--- src/port_phy_regs_pkg.sv ---
// Constants and types for the per-port PHY control and status register bank
package port_phy_regs_pkg;
  // Bus geometry
  localparam int APB_ADDR_W = 12;
  localparam int APB_DATA_W = 32;
  localparam int NUM_PORTS = 2;
  localparam int ADV_W = 4;
  localparam int SYNC_W = 13;
  // Register indices; byte address is four times the index
  localparam logic [7:0] IDX_P1_LINK_STATUS_ZERO = 8'h29;
  localparam logic [7:0] IDX_P1_PHY_SPECIAL_CTRL = 8'h2a;
  localparam logic [7:0] IDX_P1_NEGOTIATION_CTRL = 8'h2c;
  localparam logic [7:0] IDX_P2_LINK_STATUS_ZERO = 8'h39;
  localparam logic [7:0] IDX_P2_PHY_SPECIAL_CTRL = 8'h3a;
  localparam logic [7:0] IDX_P2_NEGOTIATION_CTRL = 8'h3c;
  localparam logic [7:0] IDX_REDUCED_MII_CLOCK_CTRL = 8'h57;
  // Link status zero fields
  localparam int STAT0_XOVER_BIT = 7;
  localparam int STAT0_POL_BIT = 5;
  localparam int STAT0_TXFC_BIT = 4;
  localparam int STAT0_RXFC_BIT = 3;
  localparam int STAT0_SPEED_BIT = 2;
  localparam int STAT0_DUPLEX_BIT = 1;
  localparam logic [7:0] STAT0_WMASK = 8'h80;
  localparam logic [7:0] STAT0_RESET = 8'h80;
  // PHY special control fields
  localparam int SPEC_FORCE_LINK_BIT = 3;
  localparam int SPEC_PWRSAVE_BIT = 2;
  localparam int SPEC_RLOOP_BIT = 1;
  localparam logic [7:0] SPEC_WMASK = 8'h0e;
  localparam logic [7:0] SPEC_RESET = 8'h00;
  // Negotiation control fields
  localparam int NEG_AN_DIS_BIT = 7;
  localparam int NEG_FSPEED_BIT = 6;
  localparam int NEG_FDUPLEX_BIT = 5;
  localparam int NEG_ADV_FC_BIT = 4;
  localparam logic [7:0] NEG_WMASK = 8'hff;
  localparam logic [7:0] NEG_RESET = 8'h5f;
  // Reduced-MII clock control fields
  localparam int RMII_CLK_DIS_BIT = 3;
  localparam logic [7:0] RMII_WMASK = 8'h08;
  localparam logic [7:0] RMII_RESET = 8'h00;
  // Register selection
  typedef enum logic [2:0] {
    SEL_NONE,
    SEL_STAT0_P1,
    SEL_SPEC_P1,
    SEL_NEG_P1,
    SEL_STAT0_P2,
    SEL_SPEC_P2,
    SEL_NEG_P2,
    SEL_RMII
  } reg_sel_t;
endpackage : port_phy_regs_pkg

--- src/port_phy_control_status_regs.sv ---
// Per-port PHY control and status register bank with APB slave
//
// Notes on behaviour
// - Clock-disable bit set stops driving the reduced-MII clock on the receive clock pin.
// - Crossover algorithm select is read/write, resets to one.
// - Status bit five reads one when receive polarity is reversed.
// - Status bit four reads one while transmit flow control is active.
// - Status bit three reads one while receive flow control is active.
// - Status bit two reads one at 100 Mbit/s, zero at 10.
// - Status bit one reads one at full duplex, zero at half.
// - Force-link bit makes the PHY treat the link as passing; resets zero.
// - Power-saving bit enables PHY power saving; resets zero.
// - Remote loopback bit loops line receive data back to line transmit.
// - Negotiation-disable bit turns auto-negotiation off, using forced speed and duplex.
// - With negotiation off, forced-speed bit picks 100 or 10 Mbit/s; resets one.
// - Forced duplex applies when negotiation is off or has failed.
// - Flow-control advertise bit offers flow control to the partner; resets one.
// - Bits three to zero advertise the four speed/duplex abilities; reset one.
//
// Local design decision: register access over APB.
module port_phy_control_status_regs (
  // Clock and reset
  input wire logic mclk,
  input wire logic rstn,
  // APB slave
  input wire logic [port_phy_regs_pkg::APB_ADDR_W-1:0] paddr,
  input wire logic psel,
  input wire logic penable,
  input wire logic pwrite,
  input wire logic [port_phy_regs_pkg::APB_DATA_W-1:0] pwdata,
  input wire logic [3:0] pstrb,
  output logic [port_phy_regs_pkg::APB_DATA_W-1:0] prdata,
  output wire logic pready,
  output wire logic pslverr,
  // PHY status, asynchronous
  input wire logic [port_phy_regs_pkg::NUM_PORTS-1:0] phy_polarity_reversed,
  input wire logic [port_phy_regs_pkg::NUM_PORTS-1:0] phy_tx_flow_active,
  input wire logic [port_phy_regs_pkg::NUM_PORTS-1:0] phy_rx_flow_active,
  input wire logic [port_phy_regs_pkg::NUM_PORTS-1:0] phy_speed_100,
  input wire logic [port_phy_regs_pkg::NUM_PORTS-1:0] phy_full_duplex,
  input wire logic [port_phy_regs_pkg::NUM_PORTS-1:0] phy_an_failed,
  // Fourth port mode strap, asynchronous
  input wire logic port_four_reduced_mii,
  // PHY controls
  output wire logic [port_phy_regs_pkg::NUM_PORTS-1:0] crossover_algorithm_select,
  output wire logic [port_phy_regs_pkg::NUM_PORTS-1:0] force_link_pass,
  output wire logic [port_phy_regs_pkg::NUM_PORTS-1:0] power_save_en,
  output wire logic [port_phy_regs_pkg::NUM_PORTS-1:0] remote_loopback_en,
  output wire logic [port_phy_regs_pkg::NUM_PORTS-1:0] an_enable,
  output wire logic [port_phy_regs_pkg::NUM_PORTS-1:0] advertise_flow_ctrl,
  output wire logic [port_phy_regs_pkg::NUM_PORTS*port_phy_regs_pkg::ADV_W-1:0] advertise_abilities,
  output wire logic [port_phy_regs_pkg::NUM_PORTS-1:0] link_speed_100,
  output wire logic [port_phy_regs_pkg::NUM_PORTS-1:0] link_full_duplex,
  // Reduced-MII clock drive
  output wire logic receive_clock_pin_oe
);
  import port_phy_regs_pkg::*;

  function automatic logic [7:0] masked_write(input logic [7:0] old_v, input logic [7:0] wd,
                                              input logic [7:0] mask);
    masked_write = (old_v & ~mask) | (wd & mask);
  endfunction : masked_write

  function automatic logic [7:0] status0_word(input logic xover, input logic pol,
                                              input logic txfc, input logic rxfc,
                                              input logic spd, input logic dup);
    status0_word = 8'h00;
    status0_word[STAT0_XOVER_BIT] = xover;
    status0_word[STAT0_POL_BIT] = pol;
    status0_word[STAT0_TXFC_BIT] = txfc;
    status0_word[STAT0_RXFC_BIT] = rxfc;
    status0_word[STAT0_SPEED_BIT] = spd;
    status0_word[STAT0_DUPLEX_BIT] = dup;
  endfunction : status0_word

  // Input synchronisers
  logic [SYNC_W-1:0] meta_q;
  logic [SYNC_W-1:0] sync_q;
  logic [NUM_PORTS-1:0] pol_s;
  logic [NUM_PORTS-1:0] txfc_s;
  logic [NUM_PORTS-1:0] rxfc_s;
  logic [NUM_PORTS-1:0] spd_s;
  logic [NUM_PORTS-1:0] dup_s;
  logic [NUM_PORTS-1:0] anf_s;
  logic strap_s;

  always_ff @(posedge mclk or negedge rstn) begin
    if (!rstn) begin
      meta_q <= '0;
      sync_q <= '0;
    end else begin
      meta_q <= {port_four_reduced_mii, phy_an_failed, phy_full_duplex, phy_speed_100,
                 phy_rx_flow_active, phy_tx_flow_active, phy_polarity_reversed};
      sync_q <= meta_q;
    end
  end

  assign pol_s = sync_q[1:0];
  assign txfc_s = sync_q[3:2];
  assign rxfc_s = sync_q[5:4];
  assign spd_s = sync_q[7:6];
  assign dup_s = sync_q[9:8];
  assign anf_s = sync_q[11:10];
  assign strap_s = sync_q[12];

  // Address decode
  logic [7:0] word_idx;
  logic aligned;
  reg_sel_t sel;
  logic setup;
  logic wr_en;

  assign word_idx = paddr[9:2];
  assign aligned = (paddr[1:0] == 2'b00) && (paddr[11:10] == 2'b00);
  assign setup = psel && !penable;
  assign wr_en = psel && penable && pwrite && pstrb[0] && (sel != SEL_NONE);

  always_comb begin
    sel = SEL_NONE;
    if (aligned) begin
      case (word_idx)
        IDX_P1_LINK_STATUS_ZERO: sel = SEL_STAT0_P1;
        IDX_P1_PHY_SPECIAL_CTRL: sel = SEL_SPEC_P1;
        IDX_P1_NEGOTIATION_CTRL: sel = SEL_NEG_P1;
        IDX_P2_LINK_STATUS_ZERO: sel = SEL_STAT0_P2;
        IDX_P2_PHY_SPECIAL_CTRL: sel = SEL_SPEC_P2;
        IDX_P2_NEGOTIATION_CTRL: sel = SEL_NEG_P2;
        IDX_REDUCED_MII_CLOCK_CTRL: sel = SEL_RMII;
        default: sel = SEL_NONE;
      endcase
    end
  end

  // Register storage
  logic [7:0] stat0_q [NUM_PORTS];
  logic [7:0] spec_q [NUM_PORTS];
  logic [7:0] neg_q [NUM_PORTS];
  logic [7:0] rmii_q;
  logic clk_oe_q;

  for (genvar p = 0; p < NUM_PORTS; p++) begin : g_port
    localparam reg_sel_t S_STAT0 = (p == 0) ? SEL_STAT0_P1 : SEL_STAT0_P2;
    localparam reg_sel_t S_SPEC = (p == 0) ? SEL_SPEC_P1 : SEL_SPEC_P2;
    localparam reg_sel_t S_NEG = (p == 0) ? SEL_NEG_P1 : SEL_NEG_P2;
    logic speed_q;
    logic duplex_q;

    always_ff @(posedge mclk or negedge rstn) begin
      if (!rstn) begin
        stat0_q[p] <= STAT0_RESET;
      end else if (wr_en && sel == S_STAT0) begin
        stat0_q[p] <= masked_write(stat0_q[p], pwdata[7:0], STAT0_WMASK);
      end
    end

    always_ff @(posedge mclk or negedge rstn) begin
      if (!rstn) begin
        spec_q[p] <= SPEC_RESET;
      end else if (wr_en && sel == S_SPEC) begin
        spec_q[p] <= masked_write(spec_q[p], pwdata[7:0], SPEC_WMASK);
      end
    end

    always_ff @(posedge mclk or negedge rstn) begin
      if (!rstn) begin
        neg_q[p] <= NEG_RESET;
      end else if (wr_en && sel == S_NEG) begin
        neg_q[p] <= masked_write(neg_q[p], pwdata[7:0], NEG_WMASK);
      end
    end

    always_ff @(posedge mclk or negedge rstn) begin
      if (!rstn) begin
        speed_q <= NEG_RESET[NEG_FSPEED_BIT];
        duplex_q <= NEG_RESET[NEG_FDUPLEX_BIT];
      end else begin
        speed_q <= neg_q[p][NEG_AN_DIS_BIT] ? neg_q[p][NEG_FSPEED_BIT] : spd_s[p];
        duplex_q <= (neg_q[p][NEG_AN_DIS_BIT] || anf_s[p]) ?
                    neg_q[p][NEG_FDUPLEX_BIT] : dup_s[p];
      end
    end

    assign crossover_algorithm_select[p] = stat0_q[p][STAT0_XOVER_BIT];
    assign force_link_pass[p] = spec_q[p][SPEC_FORCE_LINK_BIT];
    assign power_save_en[p] = spec_q[p][SPEC_PWRSAVE_BIT];
    assign remote_loopback_en[p] = spec_q[p][SPEC_RLOOP_BIT];
    assign an_enable[p] = !neg_q[p][NEG_AN_DIS_BIT];
    assign advertise_flow_ctrl[p] = neg_q[p][NEG_ADV_FC_BIT];
    assign advertise_abilities[ADV_W*p +: ADV_W] = neg_q[p][ADV_W-1:0];
    assign link_speed_100[p] = speed_q;
    assign link_full_duplex[p] = duplex_q;
  end

  always_ff @(posedge mclk or negedge rstn) begin
    if (!rstn) begin
      rmii_q <= RMII_RESET;
    end else if (wr_en && sel == SEL_RMII) begin
      rmii_q <= masked_write(rmii_q, pwdata[7:0], RMII_WMASK);
    end
  end

  always_ff @(posedge mclk or negedge rstn) begin
    if (!rstn) begin
      clk_oe_q <= 1'b0;
    end else begin
      clk_oe_q <= strap_s && !rmii_q[RMII_CLK_DIS_BIT];
    end
  end

  assign receive_clock_pin_oe = clk_oe_q;

  // Read path, captured in setup phase
  logic [7:0] rd_word;

  always_comb begin
    rd_word = 8'h00;
    case (sel)
      SEL_STAT0_P1: rd_word = status0_word(stat0_q[0][STAT0_XOVER_BIT], pol_s[0], txfc_s[0],
                                           rxfc_s[0], spd_s[0], dup_s[0]);
      SEL_SPEC_P1: rd_word = spec_q[0];
      SEL_NEG_P1: rd_word = neg_q[0];
      SEL_STAT0_P2: rd_word = status0_word(stat0_q[1][STAT0_XOVER_BIT], pol_s[1], txfc_s[1],
                                           rxfc_s[1], spd_s[1], dup_s[1]);
      SEL_SPEC_P2: rd_word = spec_q[1];
      SEL_NEG_P2: rd_word = neg_q[1];
      SEL_RMII: rd_word = rmii_q;
      default: rd_word = 8'h00;
    endcase
  end

  always_ff @(posedge mclk or negedge rstn) begin
    if (!rstn) begin
      prdata <= '0;
    end else if (setup) begin
      prdata <= {24'h000000, rd_word};
    end
  end

  assign pready = 1'b1;
  assign pslverr = psel && penable && (sel == SEL_NONE);
endmodule : port_phy_control_status_regs

--- config.mk ---
export PLATFORM = sky130hd
export DESIGN_NAME = port_phy_control_status_regs
export DESIGN_NICKNAME = d
export VERILOG_FILES = /design/src/port_phy_regs_pkg.sv /design/src/port_phy_control_status_regs.sv
export SDC_FILE = /design/constraint.sdc
export NUM_CORES = 1
export LEC_CHECK = 0
export BUFFER_PORTS_ARGS = -buffer_cell sky130_fd_sc_hd__buf_2
export CAP_MARGIN = 20
export CORE_ASPECT_RATIO = 0.9
export CORE_UTILIZATION = 45
export DETAILED_ROUTE_END_ITERATION = 8
export PLACE_DENSITY = 0.8
export SLEW_MARGIN = 20
export SYNTH_ARGS = -nofsm -noshare
export SYNTH_HDL_FRONTEND = slang
export SYNTH_SLANG_ARGS = --single-unit
--- constraint.sdc ---
create_clock -name mclk -period 1.6 [get_ports mclk]
set_input_delay 0.08 -clock mclk [delete_from_list [all_inputs] [get_ports mclk]]
set_output_delay 0.08 -clock mclk [all_outputs]
set_load 0.02 [all_outputs]
==> out/metrics.yaml, run 1 <==
drtIter0Drc: 143
place.gp.congestion: 0.911
p_int_mw: 2.40
syn_to_final_growth_pct: 38.3
cts_buffers: 9
antennaDiodeCount: 0
fin_crit_sh_pct: 104
crit_end: "pslverr"
fmax_mhz: 599
synth.distinct_cells: 52
synth_area_um2: 2980
clock_skew_ns: 0.00972
drive_gt1_share_pct: 52.4
fillers: 459
rsz0062_at_grt: "true"
ant_nets: 0
cap_viol_max_count: 0
post-synth-top-count-cell: "dfrtp_1"
status: "finished, violations left"
grt_pass1_vias: 2274
clkLatencyLatePin_ns: 0.34
peakVddDrop_v: 0.000549
end_kind: "output port"
power_density_nw_per_um2: 765
cp.arrival_ns: 1.59
synth_enable_flop_cells: 0
setup_slack_ns: -0.0683
die_y_um: 79.2
cp_max_fo: 4
seq_power_share_pct: 53.1
die_area_um2: 6960
p_comb_share_pct: 10.0
start_util_pct: 47.7
start_kind: "input pin"
p_total_mw: 3.15
synth_top_area_share_pct: 40.3
grt_pass1_wl_um: 11100
slew_viol_final: 0
core_um2: 6250
nNetsFinal: 429
cts_tree: "yes"
grtUsageTotal_pct: 21.7
setup_viol: 10
synth-seq-cells: 64
dp_cells: 412
fin_cells: 455
regToRegStartpoint: "advertise_abilities[7]"
drt_pass1_iterations: 5
wl_per_cell_um: 16.3
worstHoldStart: "pwdata[3]"
synth_flop_cell: "dfrtp_1"
yosys-top-cells-area: "dfrtp_1, dfstp_2, buf_4"
syn_inst: 242
async_flop_share_pct: 100
reg2reg_slack_ns: 0.13
via_count: 2326
clkTransAtPathRegs_ns: 0.07
ys_top_cells_by_count: "dfrtp_1, buf_4, mux2_2"
syn_area_per_cell_um2: 12.3
die_w_um: 87.8
pwr-share-clk_pct: 36.9
fin_util_pct: 66.0
vias_per_cell: 5.11
hold_viol_final: 0
drc_errors: 0
leakagePower_nw: 1.96
cts-root-buf: "clkbuf_8"
critPathLaunch: "paddr[3]"
dp.final_hpwl_um: 4700
switching_power_mw: 0.753
switching_share_pct: 23.9
finalWirelength_um: 7400
grt_max_degree: 65
synth_warnings: 0
cts_buffer_depth: 2
overflow: 0
io_pins: 125
antenna_found_initial: 0
whs_path_depth: 2
r2r_cells: 4
worstSetupPathType: "in2out"
fp-row-count: 27
cts_sinks: 64
violations: "setup timing"
yosysTopAreaCell: "dfrtp_1"
ys_seq_area_share_pct: 54.4
hold_path_class: "in2reg"
cts_max_level: 3
reg2reg_to: "prdata[3]"
numPortBuffers: 72
layout_min_cycle_time_ns: 1.67
worstPathRequired_ns: 1.52
cell families (layout without fill, tap and decap cells):
logic type                after synthesis  count (layout)  synth area share [%]
muxes                                  39              39                  14.3
DFF                                    64              64                  54.4
buffers and inverters                  46             149                  11.0
AOI/OAI and AO/OA                      31              31                  7.97
xor gates and xnor gates                1               1                 0.294
other                                   2              25                 0.252
and+or+nand+nor                        59              59                  11.8
layer usage:
layer / part of all wire (%) / vias to the layer above / track usage, %
li1: - / 1043 / -
met1: 42 / 1148 / 27.2
met2: 48 / 119 / 34.4
met3: 7.4 / 16 / 6.44
met4: 2.2 / 0 / 10.2
met5: 0 / - / 0
critical path: stages:
cell and delay, ns:
buf_8 0.10, buf_6 0.10, or3b_4 0.40, a211oi_4 0.30, nor3_4 0.09, buf_6 0.14
a31oi_4 0.18, nor2_2 0.07, buf_6 0.13
what timing repair did:
| item | CTS | global route |
|---|---|---|
| setup buffers | 6 | 1 |
| pin swaps | 7 | 9 |
| hold buffers | 19 | 0 |
| hold endpoints to repair | 71 | 0 |
| endpoints found under the setup margin | 10 | 27 |
| resized for setup | 23 | 23 |
| cloned | 0 | 1 |
placed cells by master (no fill, tap or decap), drive strengths merged, types with 2 or more instances in the layout:
cell type	n
buf	112
dfrtp	48
mux2	29
conb	25
dlygate4sd3	19
nand2	17
dfstp	16
clkbuf	15
nor2	11
mux2i	10
o21ai	7
nand3	7
a21oi	4
nor2b	3
o22a	3
nor4	3
nand2b	2
inv	2
or3	2
a22oi	2
a32oi	2
nand4bb	2
or3b	2
a211oi	2
nor3	2
nand4	2
o221ai	2
a2bb2oi	2
power groups by stage:
stage	sequential, mW	clock, mW	combinational, mW
6_report	1.68	1.16	0.316
5_1_grt	1.68	1.26	0.345
4_1_cts	1.68	1.19	0.301
3_5_place_dp	1.70	0	0.249
3_3_place_gp	1.70	0	0.245
2_1_floorplan	1.70	0	0.165
registers in the layout (all words and copies together) (netlist names):
signal / flops
advertise_abilities: 8
rmii_q: 1
g_port.speed_q: 2
force_link_pass: 2
receive_clock_pin_oe: 1
g_port.duplex_q: 2
prdata: 8
neg_q: 6
meta_q: 13
power_save_en: 2
remote_loopback_en: 2
crossover_algorithm_select: 2
advertise_flow_ctrl: 2
sync_q: 13
final cells by class:
type                    instances  area, um2  share of cell area (%)
multi-input cells             155       1290                    31.3
well taps                      87        109                    2.64
inverters                       2       7.51                   0.182
repair buffers                131        936                    22.7
clock inverters                 1       5.00                   0.121
clock buffers                  15        156                    3.79
flip-flops and latches         64       1620                    39.3
metrics by stage:
stage	setup WS (ns)	setup TNS [ns]	hold slack, ns	cell area (um2)
final	-0.0683	-0.366	0.0318	4120
after global routing	-0.125	-1.10	0.0242	4120
after CTS	-0.0631	-0.210	0.00582	4000
after detailed placement	-0.385	-11.24	0.116	3500
after global placement	-0.371	-9.73	0.109	3500
after floorplan	-0.227	-3.63	-0.216	3090
worst min path at each step:
stage                                    end
after floorplan           force_link_pass[0]
after global placement             meta_q[4]
after detailed placement           sync_q[4]
after CTS                          rmii_q[3]
after global routing               rmii_q[3]
final                              rmii_q[3]
Power figures use the tool's default switching activity.
==> run 2, diff against run 1 <==
--- a/config.mk
+++ b/config.mk
@@ -11,6 +11,7 @@
 export CORE_UTILIZATION = 45
 export DETAILED_ROUTE_END_ITERATION = 8
 export PLACE_DENSITY = 0.8
+export SETUP_SLACK_MARGIN = 0.02
 export SLEW_MARGIN = 20
 export SYNTH_ARGS = -nofsm -noshare
 export SYNTH_HDL_FRONTEND = slang
==> out/metrics.yaml, run 2 (synthesis gave the netlist of run 1 again) <==
antenna_found_initial: 0  # unchanged
grtUsageTotal_pct: 21.3  # -0.38 points
drc_errors: 0  # unchanged
grt_pass1_wl_um: 10800  # -2.1%
drt_pass1_iterations: 4  # -1
critPathMostFrequentCell: "buf_6"
fin_crit_sh_pct: 109  # +4.7 points
cts-root-buf: "clkbuf_8"
cts_sinks: 64  # unchanged
dp.final_hpwl_um: 4880  # +4.0%
syn_to_final_growth_pct: 39.1
cts_tree: "yes"
fp-row-count: 27  # unchanged
fmax_mhz: 573  # -4.3%
worst_pin_slew_ns: 0.589
worstSetupPathType: "in2reg"
cap_viol_max_count: 0  # unchanged
cts_buffer_depth: 2  # unchanged
cts_buffers: 9  # unchanged
ant_nets: 0  # unchanged
cp.arrival_ns: 1.97  # +0.38 ns
end_kind: "flop"
power_density_nw_per_um2: 816  # +6.6%
violations: "setup timing"
die_w_um: 87.8  # unchanged
finalWirelength_um: 7070  # -4.5%
whs_ns: 0.0177  # -0.0142 ns
numPortBuffers: 72  # unchanged
drive_gt1_share_pct: 54.2  # +1.8 points
hold_viol_final: 0  # unchanged
reg.largest.list: "meta_q: 13 flops, sync_q: 13 flops"
leakagePower_nw: 2.00  # +2.0%
nNetsFinal: 428  # -0.23%
fillers: 463  # +0.87%
die_area_um2: 6960  # unchanged
setup_slack_ns: -0.144  # -0.0754 ns
clkTransAtPathRegs_ns: 0.08  # about the same
slew_viol_final: 0  # unchanged
clkLatencyLatePin_ns: 0.34  # about the same
r2r_cells: 4  # unchanged
hold_path_class: "in2reg"
peakVddDrop_v: 0.000732  # +33%
fin_area_um2: 4150  # +0.58%
die_y_um: 79.2  # unchanged
layout_common_cells: "buf_2, dfrtp_1, buf_4"
worstPathRequired_ns: 1.83  # +0.31 ns
status: "finished, violations left"
start_util_pct: 47.7  # unchanged
io_pins: 125  # unchanged
place.gp.congestion: 0.862  # -5.4%
setup_tns_ns: -1.42  # -1.05 ns
setup_viol: 17  # +7
via_count: 2254  # -3.1%
whs_path_depth: 2  # unchanged
grt_pass1_vias: 2220  # -2.4%
vias_per_cell: 4.96  # -2.9%
antennaDiodeCount: 0  # unchanged
slowest_delay_ns: 0.40  # about the same
slowest_stage: "or3b_4"
start_kind: "input pin"
post_dp_cell_area_um2: 3530  # +0.79%
clock_skew_ns: 0.00866  # -0.00107 ns
core_um2: 6250  # unchanged
drtIter0Drc: 157  # +9.8%
rsz0062_at_grt: "true"
cp_max_fo: 5  # +1
final_common_cell: "buf_2"
slew-limit-headroom_pct: 60.7
overflow: 0  # unchanged
path_cells: "buf_6 > or3b_4 > a211oi_4 > buf_6 > nand2_4 > or3_4 > nor2_4 > buf_12 > mux2_4"
grt_max_degree: 25  # -62%
cts_max_level: 3  # unchanged
layout_min_cycle_time_ns: 1.74  # +0.0754 ns
wl_per_cell_um: 15.6  # -4.3%
==> run 2: layout make-up <==
cell class	count	area [um2]	share of cell area [%]
well taps	87	109	2.62
clock inverters	6	68.8	1.66
inverters	2	7.51	0.181
flip-flops and latches	64	1620	39.1
repair buffers	130	912	22.0
clock buffers	10	138	3.32
multi-input cells	155	1290	31.1
==> run 2: path summary, 6_finish.rpt <==
kind	startpoint	endpoint	slack [ns]
setup reg to reg	advertise_abilities[7]	prdata[3]	0.02
hold reg to reg	meta_q[11]	sync_q[11]	0.35
min in group asynchronous	rstn	meta_q[0]	0.26
hold / removal	pwdata[5]	neg_q[13]	0.02
setup / recovery	paddr[6]	neg_q[15]	-0.14
max in group asynchronous	rstn	advertise_abilities[6]	0.72
==> run 2: worst max-delay path, delay by kind of cell <==
kind                   cells  cell delay (ns)
AO/OA/AOI/OAI              1             0.25
buffers and inverters      3             0.37
multiplexers               1             0.29
AND/OR/NAND/NOR            4             0.98
==> run 2: repair_timing <==
item                       in CTS  in global routing
hold buffers                   17                  0
resized for setup              17                 24
pin swaps                       1                  8
buffers inserted                3                  4
setup endpoints to repair      16                 24
hold endpoints to repair       34                  0
==> run 2: layer usage <==
layer,global-route usage (%),share of wire [%],up-vias
met5,0,0,-
met4,8.03,1.7,0
met3,7.17,7.0,14
met2,32.9,47,98
met1,27.7,44,1106
li1,-,-,1036
==> run 2: report_power, final <==
part           switching [mW]  total (mW)  internal, mW
clock network           0.628        1.39         0.766
registers              0.0130        1.67          1.66
logic                   0.183       0.315         0.133
==> run 2: per-stage QoR <==
step | total power, mW | setup slack (ns) | utilization, % | instances
4_1_cts | 3.39 | -0.136 | 64.1 | 450
3_3_place_gp | 1.95 | -0.399 | 56.5 | 414
3_5_place_dp | 1.96 | -0.407 | 56.5 | 414
6_report | 3.38 | -0.144 | 66.4 | 454
5_1_grt | 3.52 | -0.158 | 66.4 | 454
2_1_floorplan | 1.87 | -0.227 | - | 265
